`src/shared/sldc_params.svh`:
```
`ifndef SLDC_PARAMS_SVH
`define SLDC_PARAMS_SVH

// Register location
`define SLDC_CFG_ADDR        5'h14
// Field positions
`define SLDC_SEL_HI          7
`define SLDC_SEL_LO          4
`define SLDC_FREQ_HI         3
`define SLDC_FREQ_LO         2
`define SLDC_STRETCH_BIT     1
`define SLDC_RSVD_BIT        0
// Reset values of the fields
`define SLDC_SEL_RST         4'h2
`define SLDC_FREQ_RST        2'h0
`define SLDC_STRETCH_RST     1'b1
// Stretch times in ms
`define SLDC_STRETCH0_MS     30
`define SLDC_STRETCH1_MS     60
`define SLDC_STRETCH2_MS     100
// Clock rate
`define SLDC_CLK_HZ          100000000
// Blink half periods in ms
`define SLDC_FAST_HALF_MS    50
`define SLDC_SLOW_HALF_MS    250
// Millisecond tick divider
`define SLDC_CYC_PER_MS      (`SLDC_CLK_HZ / 1000)

`endif

```
`src/shared/sldc_pkg.sv`:
```
package sldc_pkg;

  // Display source select codes
  typedef enum logic [3:0] {
    SLDC_SEL_SPEED    = 4'b0000,
    SLDC_SEL_TX       = 4'b0001,
    SLDC_SEL_RX       = 4'b0010,
    SLDC_SEL_COL      = 4'b0011,
    SLDC_SEL_LINK     = 4'b0100,
    SLDC_SEL_DUPLEX   = 4'b0101,
    SLDC_SEL_UNUSED0  = 4'b0110,
    SLDC_SEL_ACT      = 4'b0111,
    SLDC_SEL_ON       = 4'b1000,
    SLDC_SEL_OFF      = 4'b1001,
    SLDC_SEL_FAST     = 4'b1010,
    SLDC_SEL_SLOW     = 4'b1011,
    SLDC_SEL_LINK_RX  = 4'b1100,
    SLDC_SEL_LINK_ACT = 4'b1101,
    SLDC_SEL_DUP_COL  = 4'b1110,
    SLDC_SEL_UNUSED1  = 4'b1111
  } sldc_sel_e;

endpackage

```
`src/sldc_led_ctrl.sv`:
```
`timescale 1ns/1ps
`include "sldc_params.svh"

// One status lamp for the transceiver. A select field picks what the
// lamp shows; a stretcher holds short events long enough to be seen;
// a free-running prescaler supplies the two test blink rates.
// All status inputs come from logic on clk, so none are synchronised.
// Stretch and blink times count ms ticks, so they are only as exact as the tick.

//////////////////////////////////////////////////////////////////////////////
// Functional notes
// - Select field routes LED to status source
// - Codes 1000-1011 force on, off, blink
// - Select field resets to receive display
// - Link solid on, receive/activity blanks it
// - Full duplex solid on, collision toggles it
// - Combined modes always stretch events
// - Stretch time field picks 30/60/100 ms
// - Bit one enables stretching, resets high
// - Events stretched, levels shown continuously
module sldc_led_ctrl #(
  parameter int unsigned CYC_PER_MS = `SLDC_CYC_PER_MS
) (
  // Clock and reset
  input  wire logic        clk,
  input  wire logic        reset_n,
  // Management register access
  input  wire logic [4:0]  reg_addr,
  input  wire logic        reg_wr,
  input  wire logic [15:0] reg_wdata,
  output logic      [15:0] reg_rdata,
  // Status from the PHY core, same clock
  input  wire logic        speed_100,
  input  wire logic        link_up,
  input  wire logic        full_duplex,
  input  wire logic        tx_event,
  input  wire logic        rx_event,
  input  wire logic        col_event,
  // Indicator drive, high lights the LED
  output logic             led_on
);

  //////////////////////////////////////////////////////////////////////////
  // Configuration register
  logic [3:0]  sel_reg,     sel_next;
  logic [1:0]  freq_reg,    freq_next;
  logic        stretch_reg, stretch_next;
  logic        rsvd_reg,    rsvd_next;
  logic [15:0] rdata_next;

  // Write decode and read mux; read data registered for a flopped output.
  // Writes to any other address fall through untouched; the upper byte
  // belongs to select fields outside this block and reads as zero.
  // Bit zero is kept only so software reads back what it wrote.
  always_comb begin
    sel_next     = sel_reg;
    freq_next    = freq_reg;
    stretch_next = stretch_reg;
    rsvd_next    = rsvd_reg;
    if (reg_wr && reg_addr == `SLDC_CFG_ADDR) begin
      sel_next     = reg_wdata[`SLDC_SEL_HI:`SLDC_SEL_LO];
      freq_next    = reg_wdata[`SLDC_FREQ_HI:`SLDC_FREQ_LO];
      stretch_next = reg_wdata[`SLDC_STRETCH_BIT];
      rsvd_next    = reg_wdata[`SLDC_RSVD_BIT];
    end
    rdata_next = 16'h0000;
    if (reg_addr == `SLDC_CFG_ADDR) begin
      rdata_next = {8'h00, sel_reg, freq_reg, stretch_reg, rsvd_reg};
    end
  end

  // Register stage
  // Reset shows receive, 30 ms windows, stretching on
  always_ff @(posedge clk) begin
    if (!reset_n) begin
      sel_reg     <= `SLDC_SEL_RST;
      freq_reg    <= `SLDC_FREQ_RST;
      stretch_reg <= `SLDC_STRETCH_RST;
      rsvd_reg    <= 1'b0;
      reg_rdata   <= 16'h0000;
    end else begin
      sel_reg     <= sel_next;
      freq_reg    <= freq_next;
      stretch_reg <= stretch_next;
      rsvd_reg    <= rsvd_next;
      reg_rdata   <= rdata_next;
    end
  end

  //////////////////////////////////////////////////////////////////////////
  // Millisecond tick and blink prescaler
  // Tick counter width follows the parameter so short simulations work
  localparam int unsigned MS_W = $clog2(CYC_PER_MS + 1);
  logic [MS_W-1:0] ms_cnt_reg, ms_cnt_next;
  logic            ms_tick;
  logic [8:0]      fast_cnt_reg, fast_cnt_next, slow_cnt_reg, slow_cnt_next;
  logic            fast_reg, fast_next, slow_reg, slow_next;

  // Two independent half-period counters keep rates clearly apart
  // One tick per ms; every timer below counts ticks, never raw cycles
  // Blink phases run free and ignore the stretch settings
  always_comb begin
    ms_tick       = (ms_cnt_reg == MS_W'(CYC_PER_MS - 1));
    ms_cnt_next   = ms_tick ? '0 : ms_cnt_reg + 1'b1;
    fast_cnt_next = fast_cnt_reg;
    slow_cnt_next = slow_cnt_reg;
    fast_next     = fast_reg;
    slow_next     = slow_reg;
    if (ms_tick) begin
      if (fast_cnt_reg == 9'(`SLDC_FAST_HALF_MS - 1)) begin
        fast_cnt_next = '0;
        fast_next     = ~fast_reg;
      end else begin
        fast_cnt_next = fast_cnt_reg + 1'b1;
      end
      if (slow_cnt_reg == 9'(`SLDC_SLOW_HALF_MS - 1)) begin
        slow_cnt_next = '0;
        slow_next     = ~slow_reg;
      end else begin
        slow_cnt_next = slow_cnt_reg + 1'b1;
      end
    end
  end

  // Register stage
  always_ff @(posedge clk) begin
    if (!reset_n) begin
      ms_cnt_reg   <= '0;
      fast_cnt_reg <= '0;
      slow_cnt_reg <= '0;
      fast_reg     <= 1'b0;
      slow_reg     <= 1'b0;
    end else begin
      ms_cnt_reg   <= ms_cnt_next;
      fast_cnt_reg <= fast_cnt_next;
      slow_cnt_reg <= slow_cnt_next;
      fast_reg     <= fast_next;
      slow_reg     <= slow_next;
    end
  end

  //////////////////////////////////////////////////////////////////////////
  // Event stretcher and display mux
  // Seven bits cover the longest window of 100 ticks
  logic [6:0] str_cnt_reg, str_cnt_next;
  logic       led_next;
  logic       event_in, combined, do_stretch, stretched;
  logic [6:0] str_len;

  // Event source by mode, stretch length by time field; combined modes stretch
  // whatever bit one says, as a one-cycle blink would never be seen
  always_comb begin
    combined = 1'b0;
    case (sldc_pkg::sldc_sel_e'(sel_reg))
      sldc_pkg::SLDC_SEL_TX:       event_in = tx_event;
      sldc_pkg::SLDC_SEL_RX:       event_in = rx_event;
      sldc_pkg::SLDC_SEL_COL:      event_in = col_event;
      sldc_pkg::SLDC_SEL_ACT:      event_in = tx_event | rx_event;
      sldc_pkg::SLDC_SEL_LINK_RX: begin
        event_in = rx_event;
        combined = 1'b1;
      end
      sldc_pkg::SLDC_SEL_LINK_ACT: begin
        event_in = tx_event | rx_event;
        combined = 1'b1;
      end
      sldc_pkg::SLDC_SEL_DUP_COL: begin
        event_in = col_event;
        combined = 1'b1;
      end
      default:                     event_in = 1'b0;
    endcase
    do_stretch = stretch_reg | combined;
    case (freq_reg)
      2'b00:   str_len = 7'(`SLDC_STRETCH0_MS);
      2'b01:   str_len = 7'(`SLDC_STRETCH1_MS);
      default: str_len = 7'(`SLDC_STRETCH2_MS); // Reserved code acts as longest
    endcase
    // Each new event restarts the window so bursts keep the LED lit;
    // the window ends on a tick, so it may run up to one ms short
    str_cnt_next = str_cnt_reg;
    if (event_in) begin
      str_cnt_next = str_len;
    end else if (ms_tick && str_cnt_reg != 7'h00) begin
      str_cnt_next = str_cnt_reg - 1'b1;
    end
    stretched = do_stretch ? (event_in | (str_cnt_reg != 7'h00)) : event_in;
    // Combined modes: the secondary source blanks the link lamp or flips the duplex lamp for the whole
    // window, so every event shows as a blink, not just every other one
    case (sldc_pkg::sldc_sel_e'(sel_reg))
      sldc_pkg::SLDC_SEL_SPEED:    led_next = speed_100;
      sldc_pkg::SLDC_SEL_LINK:     led_next = link_up;
      sldc_pkg::SLDC_SEL_DUPLEX:   led_next = full_duplex;
      sldc_pkg::SLDC_SEL_TX,
      sldc_pkg::SLDC_SEL_RX,
      sldc_pkg::SLDC_SEL_COL,
      sldc_pkg::SLDC_SEL_ACT:      led_next = stretched;
      sldc_pkg::SLDC_SEL_ON:       led_next = 1'b1;
      sldc_pkg::SLDC_SEL_OFF:      led_next = 1'b0;
      sldc_pkg::SLDC_SEL_FAST:     led_next = fast_reg;
      sldc_pkg::SLDC_SEL_SLOW:     led_next = slow_reg;
      sldc_pkg::SLDC_SEL_LINK_RX,
      sldc_pkg::SLDC_SEL_LINK_ACT: led_next = link_up & ~stretched;
      sldc_pkg::SLDC_SEL_DUP_COL:  led_next = full_duplex ^ stretched;
      default:                     led_next = 1'b0; // Unassigned codes keep LED dark
    endcase
  end

  // Register stage; LED output straight from a flop
  always_ff @(posedge clk) begin
    if (!reset_n) begin
      str_cnt_reg <= 7'h00;
      led_on      <= 1'b0;
    end else begin
      str_cnt_reg <= str_cnt_next;
      led_on      <= led_next;
    end
  end

endmodule

```
`config.mk`:
```
export PLATFORM = sky130hd
export DESIGN_NAME = sldc_led_ctrl
export DESIGN_NICKNAME = d
export VERILOG_FILES = /design/src/shared/sldc_pkg.sv /design/src/sldc_led_ctrl.sv
export VERILOG_INCLUDE_DIRS = /design/src /design/src/shared
export SDC_FILE = /design/constraint.sdc
export NUM_CORES = 1
export LEC_CHECK = 0
export ABC_AREA = 0
export BUFFER_PORTS_ARGS = -buffer_cell sky130_fd_sc_hd__buf_2
export CAP_MARGIN = 20
export CORE_MARGIN = 2
export CORE_UTILIZATION = 30
export CTS_BUF_LIST = sky130_fd_sc_hd__clkbuf_16
export DETAILED_ROUTE_END_ITERATION = 10
export GPL_TIMING_DRIVEN = 0
export HOLD_SLACK_MARGIN = 0.03
export PLACE_DENSITY = 0.59
export SETUP_SLACK_MARGIN = 0.5
export SYNTH_ARGS = -nofsm -noshare
export SYNTH_HDL_FRONTEND = slang
export SYNTH_SLANG_ARGS = --single-unit
```
`constraint.sdc`:
```
create_clock -name clk -period 1.9 [get_ports clk]
set_input_delay 0.19 -clock clk [delete_from_list [all_inputs] [get_ports clk]]
set_output_delay 0.19 -clock clk [all_outputs]
set_load 0.02 [all_outputs]
```
==> results.md, run 1 <==
* Status: complete, but fails checks
* Failing checks: negative setup slack
* Syn_area_per_cell at 8.61 sq um
* Core Box Area at 0.00933 sq mm
* Row cnt at 35
* Clk buf depth at 2
* Initial antenna violation count at 0
* 1st-iter DRT viols at 61
* Count leader, synth: dfxtp_1
* Post-Syn Instances at 338
* Clock buffer count from CTS at 9
* RSZ-0062 raised after global routing: yes
* Finish-stage setup viols at 38
* Largest net degree at the start of global routing at 12
* Setup WS post-layout at -0.121 ns
* Nets at between 400 and 500
* Peak VDD IR at 0.318 mV
* Leakage dissipation at 1.56 nW
* Seq/Total Area, Yosys at a little over two fifths
* P&R area growth vs syn at 37.9%
* DR vias at 2567
* Synth top cells by count: dfxtp_1 (61), nor2_1 (38), nand2_1 (29)
* Die Span Y at 103 um
* Initial Util at between 30 and 40%
* Port Buffer Count at 28
* Nature of the critical path endpoint: flip-flop
* Layout cell share with drive strength beyond 1 at a little under a third
* Routed length per instance at 12.8 um
* Crit share post-route at 106%
* Reg clk slew, reported paths at 0.05 ns
* Setup TNS at -2.68 ns
* HPWL Detailed at approximately 4.4 mm
* Max Slew Vio Count at 0
* Antenna cells at 0
* CTS tree: done
* Antenna viol nets, final at 0
* Drt pass-1 iters at 4
* Total power at 0.00314 W
* Post-synth EDFFs at 0
* Critical Path Fanout Max at 5
* Crit path launch type: flip-flop
* Die X at 103 um
* Minimum clock period after layout at 2.02 ns
* Synth top area cells: dfxtp_1 (42%), xor2_1 (6.6%), nor2_1 (4.9%), nand2_1 (3.7%), nand3_1 (3.6%)
* Synth Cell Area at slightly below 0.003 sq mm
* Top FF cell, synth: dfxtp_1
* Worst path required time at 2.16 ns
* Final WL at approximately 6.8 mm
* DRC viols at 0
* Final hold vios at 0
* Inst Count DP at ~500
* Max Cap Viol at 0
* Synthesized flop and latch total at 61
* Root Driver: clkbuf_16
* Worst hold-check path type: primary input to flip-flop
* Max frequency at 495 MHz
* Total Routing Usage GR at between 10% and 20%
* Area leader, netlist: dfxtp_1
* PD cells at 781 mW/mm^2
* Die ar. at 0.0105 sq mm
* Worst EP arrival at 2.29 ns
* Fill count at 906
* Yosys cell types at 48
* Clock Skew at 0.00596 ns
* Register area at 0.00124 sq mm
* Slew HR at 60.5%
* Worst Max-Slew Pin Slew at 0.587 ns
* Synth top area share at about two fifths
* Yosys warns at 0
* Hold Buf Count CTS at 0
* Crit Path Category: flip-flop to flip-flop
* Max reg flops at 17
* Vias/cell at roughly 4.8
* Vias in the first global route at ~2400
* Worst skew pair latency at 0.33 ns
* Multi-input gate area at 0.00180 sq mm
* GP Congestion at 0.806
* IO Pins at 47
* Num Clock Sinks at 61
* Remaining Overflow, GRT at 0
* H-Tree Depth at 3
* Ys async rst share at 0%
* Post-Layout Cell Count at 534
* First-pass GRT wire length at approximately 11 mm
==> placed cells by master (no fill, tap or decap), types with 7 or more instances in the layout <==
cell type  instances
nor2_1            25
a21oi_1           13
clkbuf_16         10
or3_1              9
xnor2_1            9
xor2_1            22
buf_2             28
buf_4             19
dfxtp_1           51
o21ai_0            9
nand2_1           25
and3_1            12
dfxtp_2            9
buf_6              8
conb_1             8
nor2_2             8
nand4_1           11
ha_1               7
inv_1             11
nand3_1           20
==> path summary, 6_finish.rpt <==
check / startpoint / slack, ns / cells after the start / to
worst max-delay path: ms_cnt_reg[6] / -0.12 / 6 / slow_cnt_reg[6]
worst min-delay path: reg_wdata[5] / 0.09 / 3 / sel_reg[1]
worst max register to register: ms_cnt_reg[6] / -0.12 / 6 / slow_cnt_reg[6]
worst min register to register: ms_cnt_reg[0] / 0.45 / 1 / ms_cnt_reg[0]
==> final cells by class <==
type,count,share of cell area [%]
sequential,61,30.8
tap,129,4.02
inverter,13,1.22
buffer,21,4.46
clock inverter,7,1.65
clock buffer,9,5.61
multi-input combinational,250,44.9
timing repair buffer,44,7.39
==> what timing repair did <==
item	in CTS	in global routing
gates cloned	0	1
resized for setup	26	44
pin swaps	14	11
setup endpoints to repair	54	54
buffers inserted	11	4
endpoints found under the hold margin	0	0
==> layer usage <==
metal | global-route usage [%] | routed length, um | vias to the layer above
li1 | - | - | 1291
met1 | 16.7 | 3040 | 1200
met2 | 21.3 | 3300 | 61
met3 | 2.37 | 269 | 15
met4 | 8.31 | 194 | 0
met5 | 0 | 0 | -
==> kinds of logic after synthesis <==
| group | count (synthesis) | share of synthesized area (%) |
|---|---|---|
| simple gates | 154 | 28.7 |
| flops | 61 | 41.9 |
| compound gates | 43 | 8.90 |
| buf+inv | 34 | 5.54 |
| xor+xnor | 32 | 9.63 |
| fa+ha+maj | 8 | 3.35 |
| mux | 5 | 1.76 |
| other cells | 1 | 0.129 |
==> worst max-delay path: stages (launching register included) <==
cell and delay (ns):
dfxtp_2 0.33, or4bb_4 0.55, nor4_4 0.29, buf_6 0.18, nand4_4 0.13, or3_1 0.35
a21oi_2 0.12
==> metrics by stage <==
stage                     utilization [%]  hold slack, ns  setup slack [ns]  instance area [sq um]
after CTS                            41.0          0.0868           -0.0620                   3820
after floorplan                         -           0.327           -0.0608                   3030
after global placement               35.7           0.422            -0.375                   3330
after global routing                 43.0           0.108            -0.204                   4020
after detailed placement             35.7           0.435            -0.382                   3330
final                                43.0          0.0942            -0.121                   4020
==> report_power, final <==
group / internal [W] / leakage, nW / switching [W]
Combinational: 0.000105 / 0.921 / 0.000121
Sequential: 0.00130 / 0.498 / 0.0000186
Clock: 0.00100 / 0.136 / 0.000591
No activity file was read; power rests on OpenSTA's default activity.
==> inputs of run 2 (changes only) <==
--- a/config.mk
+++ b/config.mk
@@ -7,15 +7,15 @@
 export NUM_CORES = 1
 export LEC_CHECK = 0
 export ABC_AREA = 0
-export BUFFER_PORTS_ARGS = -buffer_cell sky130_fd_sc_hd__buf_2
 export CAP_MARGIN = 20
-export CORE_MARGIN = 2
+export CORE_MARGIN = 5
 export CORE_UTILIZATION = 30
 export CTS_BUF_LIST = sky130_fd_sc_hd__clkbuf_16
 export DETAILED_ROUTE_END_ITERATION = 10
+export DONT_BUFFER_PORTS = 1
 export GPL_TIMING_DRIVEN = 0
 export HOLD_SLACK_MARGIN = 0.03
-export PLACE_DENSITY = 0.59
+export PLACE_DENSITY = 0.54
 export SETUP_SLACK_MARGIN = 0.5
 export SYNTH_ARGS = -nofsm -noshare
 export SYNTH_HDL_FRONTEND = slang
==> constraint.sdc (replaced) <==
create_clock -name clk -period 2 [get_ports clk]
set_input_delay 0.2 -clock clk [delete_from_list [all_inputs] [get_ports clk]]
set_output_delay 0.2 -clock clk [all_outputs]
set_load 0.02 [all_outputs]
==> run 2 against run 1 <==
The run still ends with negative setup slack left. Cell count decreased by 3.0%. Die area is 12% higher. Sequential power is 5% lower. First-iteration DRC count rose by 66%. Critical path type unchanged. Highest routed layer unchanged.
==> results.md, run 2 (same netlist as run 1, synthesis figures left out) <==
* Status: complete, but fails checks (unchanged)
* Failing checks: negative setup slack (unchanged)
* RSZ-0062 raised after global routing: yes (unchanged)
* 1st-iter DRT viols at 101 (was 61)
* Worst hold-check path type: primary input to flip-flop (unchanged)
* Critical Path Fanout Max at 4 (was 5)
* Most frequent cells in the layout: dfxtp_1 (55), nor2_1 (37), nand2_1 (23) (was dfxtp_1 (51), buf_2 (28), nand2_1 (25), nor2_1 (25), xor2_1 (22))
* Final core utilization at 41.1% (was 43.0%)
* DR vias at 2479 (was 2567)
* Slowest CP cell: or4bb_4 (unchanged)
* Die Span Y at 109 um (was 103 um)
* Port Buffer Count at 0 (was 28)
* Antenna viol nets, final at 0 (unchanged)
* Minimum clock period after layout at 2.04 ns (was 2.02 ns)
* IO Pins at 47 (unchanged)
* Worst path required time at 2.25 ns (was 2.16 ns)
* Antenna cells at 0 (unchanged)
* Routed length per instance at 13.0 um (was 12.8 um)
* Final WL at 6.75 mm (was 6.81 mm)
* Multi-input gate area at 0.00173 sq mm (was 0.00180 sq mm)
* First-pass GRT wire length at 11.0 mm (about the same)
* Max reg flops at 17 (unchanged)
* P&R area growth vs syn at 36.0% (was 37.9%)
* Vias/cell at 4.79 (was 4.81)
* Crit Path Category: flip-flop to flip-flop (unchanged)
* Root Driver: clkbuf_16 (unchanged)
* Die ar. at 0.0118 sq mm (was 0.0105 sq mm)
* Layout cell share with drive strength beyond 1 at 23.1% (was 31.9%)
* Nets at 417 (was 437)
* Largest net degree at the start of global routing at 13 (was 12)
* H-Tree Depth at 3 (unchanged)
* Clk buf depth at 2 (unchanged)
* Total Routing Usage GR at 11.7% (was 13.4%)
* Nature of the critical path endpoint: flip-flop (unchanged)
* Max frequency at 489 MHz (was 495 MHz)
* Leakage dissipation at 1.53 nW (was 1.56 nW)
* Total power at 0.00309 W (was 0.00314 W)
* Worst EP arrival at 2.30 ns (was 2.29 ns)
* Slew HR at 55.0% (was 60.5%)
* PD cells at 780 mW/mm^2 (was 781 mW/mm^2)
* Inst Count DP at 478 (was 502)
* Fill count at 976 (was 906)
* Peak VDD IR at 0.369 mV (was 0.318 mV)
* Die X at 109 um (was 103 um)
* Crit share post-route at 102% (was 106%)
* Final instance area at 0.00396 sq mm (was 0.00402 sq mm)
* Setup WS post-layout at -0.0447 ns (was -0.121 ns)
* Core Box Area at 0.00964 sq mm (was 0.00933 sq mm)
* Top delay family on crit path: simple AND/OR/NAND/NOR gates (unchanged)
* Crit path launch type: flip-flop (unchanged)
* Crit path largest cell delay at 0.54 ns (was 0.55 ns)
* Vias in the first global route at 2368 (was 2423)
* Final hold vios at 0 (unchanged)
* CTS tree: done (unchanged)
* Worst skew pair latency at 0.33 ns (about the same)
* Worst Max-Slew Pin Slew at 0.669 ns (was 0.587 ns)
* HPWL Detailed at 4.49 mm (was 4.36 mm)
* Max Cap Viol at 0 (unchanged)
* Post-Layout Cell Count at 518 (was 534)
* Row cnt at 36 (was 35)
* Num Clock Sinks at 61 (unchanged)
* Drt pass-1 iters at 4 (unchanged)
* Remaining Overflow, GRT at 0 (unchanged)
* Initial antenna violation count at 0 (unchanged)
* Initial Util at 30.2% (was 31.2%)
* Clock Skew at 0.00637 ns (was 0.00596 ns)
* Clock buffer count from CTS at 9 (unchanged)
* DRC viols at 0 (unchanged)
* Commonest non-fill, non-tap cell in the layout: dfxtp_1 (unchanged)
* Register area at 0.00123 sq mm (was 0.00124 sq mm)
* Max Slew Vio Count at 0 (unchanged)
* Crit path buf inv count at 2 (was 1)
* Reg clk slew, reported paths at 0.05 ns (about the same)
* Placed cell areas at 0.00319 sq mm (was 0.00333 sq mm)
* GP Congestion at 0.844 (was 0.806)
* CP cell instances: or4bb_4 > nor4_4 > buf_4 > buf_6 > nand2_4 > mux2_4 > o22ai_2 (was or4bb_4 > nor4_4 > buf_6 > nand4_4 > or3_1 > a21oi_2)
* Finish-stage setup viols at 7 (was 38)
==> run 2: cell count changes in the layout (fill, tap and decap cells not counted), sizes merged <==
cell / change
buf: -27
clkinvlp: -1
clkinv: -1
inv: +1
clkbuf: +1
dlygate4sd3: +6
bufinv: +1
==> run 2: through the flow <==
stage | hold WS [ns] | worst slack, ns | setup TNS [ns]
after global routing | 0.0435 | -0.122 | -1.58
after detailed placement | 0.353 | -0.329 | -6.99
final | 0.0310 | -0.0447 | -0.175
after CTS | 0.0311 | 0.00253 | 0
after floorplan | 0.337 | 0.0392 | 0
after global placement | 0.347 | -0.310 | -6.32
==> run 2: final cells by class <==
type	instances	area share, %
Timing Repair Buffer	24	7.02
Clock inverter	7	2.50
Clock buffer	9	5.69
Multi-Input combinational cell	250	43.6
Tap cell	133	4.20
Inverter	13	1.23
Sequential cell	61	31.1
Buffer	21	4.65
==> run 2: what timing repair did <==
item,CTS,global route
hold buffers,6,0
pin swaps,9,8
hold endpoints to repair,6,0
endpoints found under the setup margin,44,54
gates resized for setup,23,28
gates cloned,1,2
buffers inserted,11,4
==> run 2: worst register-to-register path, cell delays in order, from the launching register on <==
cell and delay (ns):
dfxtp_2 0.33, or4bb_4 0.54, nor4_4 0.32, buf_4 0.23, buf_6 0.13, nand2_4 0.05
mux2_4 0.30, o22ai_2 0.08
==> run 2: power by group <==
| part | switching (W) | internal [W] | leakage, nW |
|---|---|---|---|
| sequential | 0.0000210 | 0.00123 | 0.497 |
| clock | 0.000562 | 0.00109 | 0.156 |
| combinational | 0.0000945 | 0.0000817 | 0.879 |
==> run 2: per-layer routing <==
metal | wire length (um) | vias to the layer above | global-route usage, % | share of wire [%]
met4 | 156 | 0 | 6.13 | 2.3
met1 | 3120 | 1166 | 14.6 | 46
li1 | - | 1262 | - | -
met3 | 205 | 12 | 2.15 | 3.0
met5 | 0 | - | 0 | 0
met2 | 3270 | 39 | 19.0 | 48
==> run 2: final timing paths <==
| path | start | end | slack [ns] | depth (start not counted) |
|---|---|---|---|---|
| setup / recovery | ms_cnt_reg[13] | str_cnt_reg[1] | -0.04 | 7 |
| hold / removal | reg_wdata[1] | stretch_reg | 0.03 | 2 |
| setup reg to reg | ms_cnt_reg[13] | str_cnt_reg[1] | -0.04 | 7 |
| hold reg to reg | ms_cnt_reg[0] | ms_cnt_reg[0] | 0.43 | 1 |
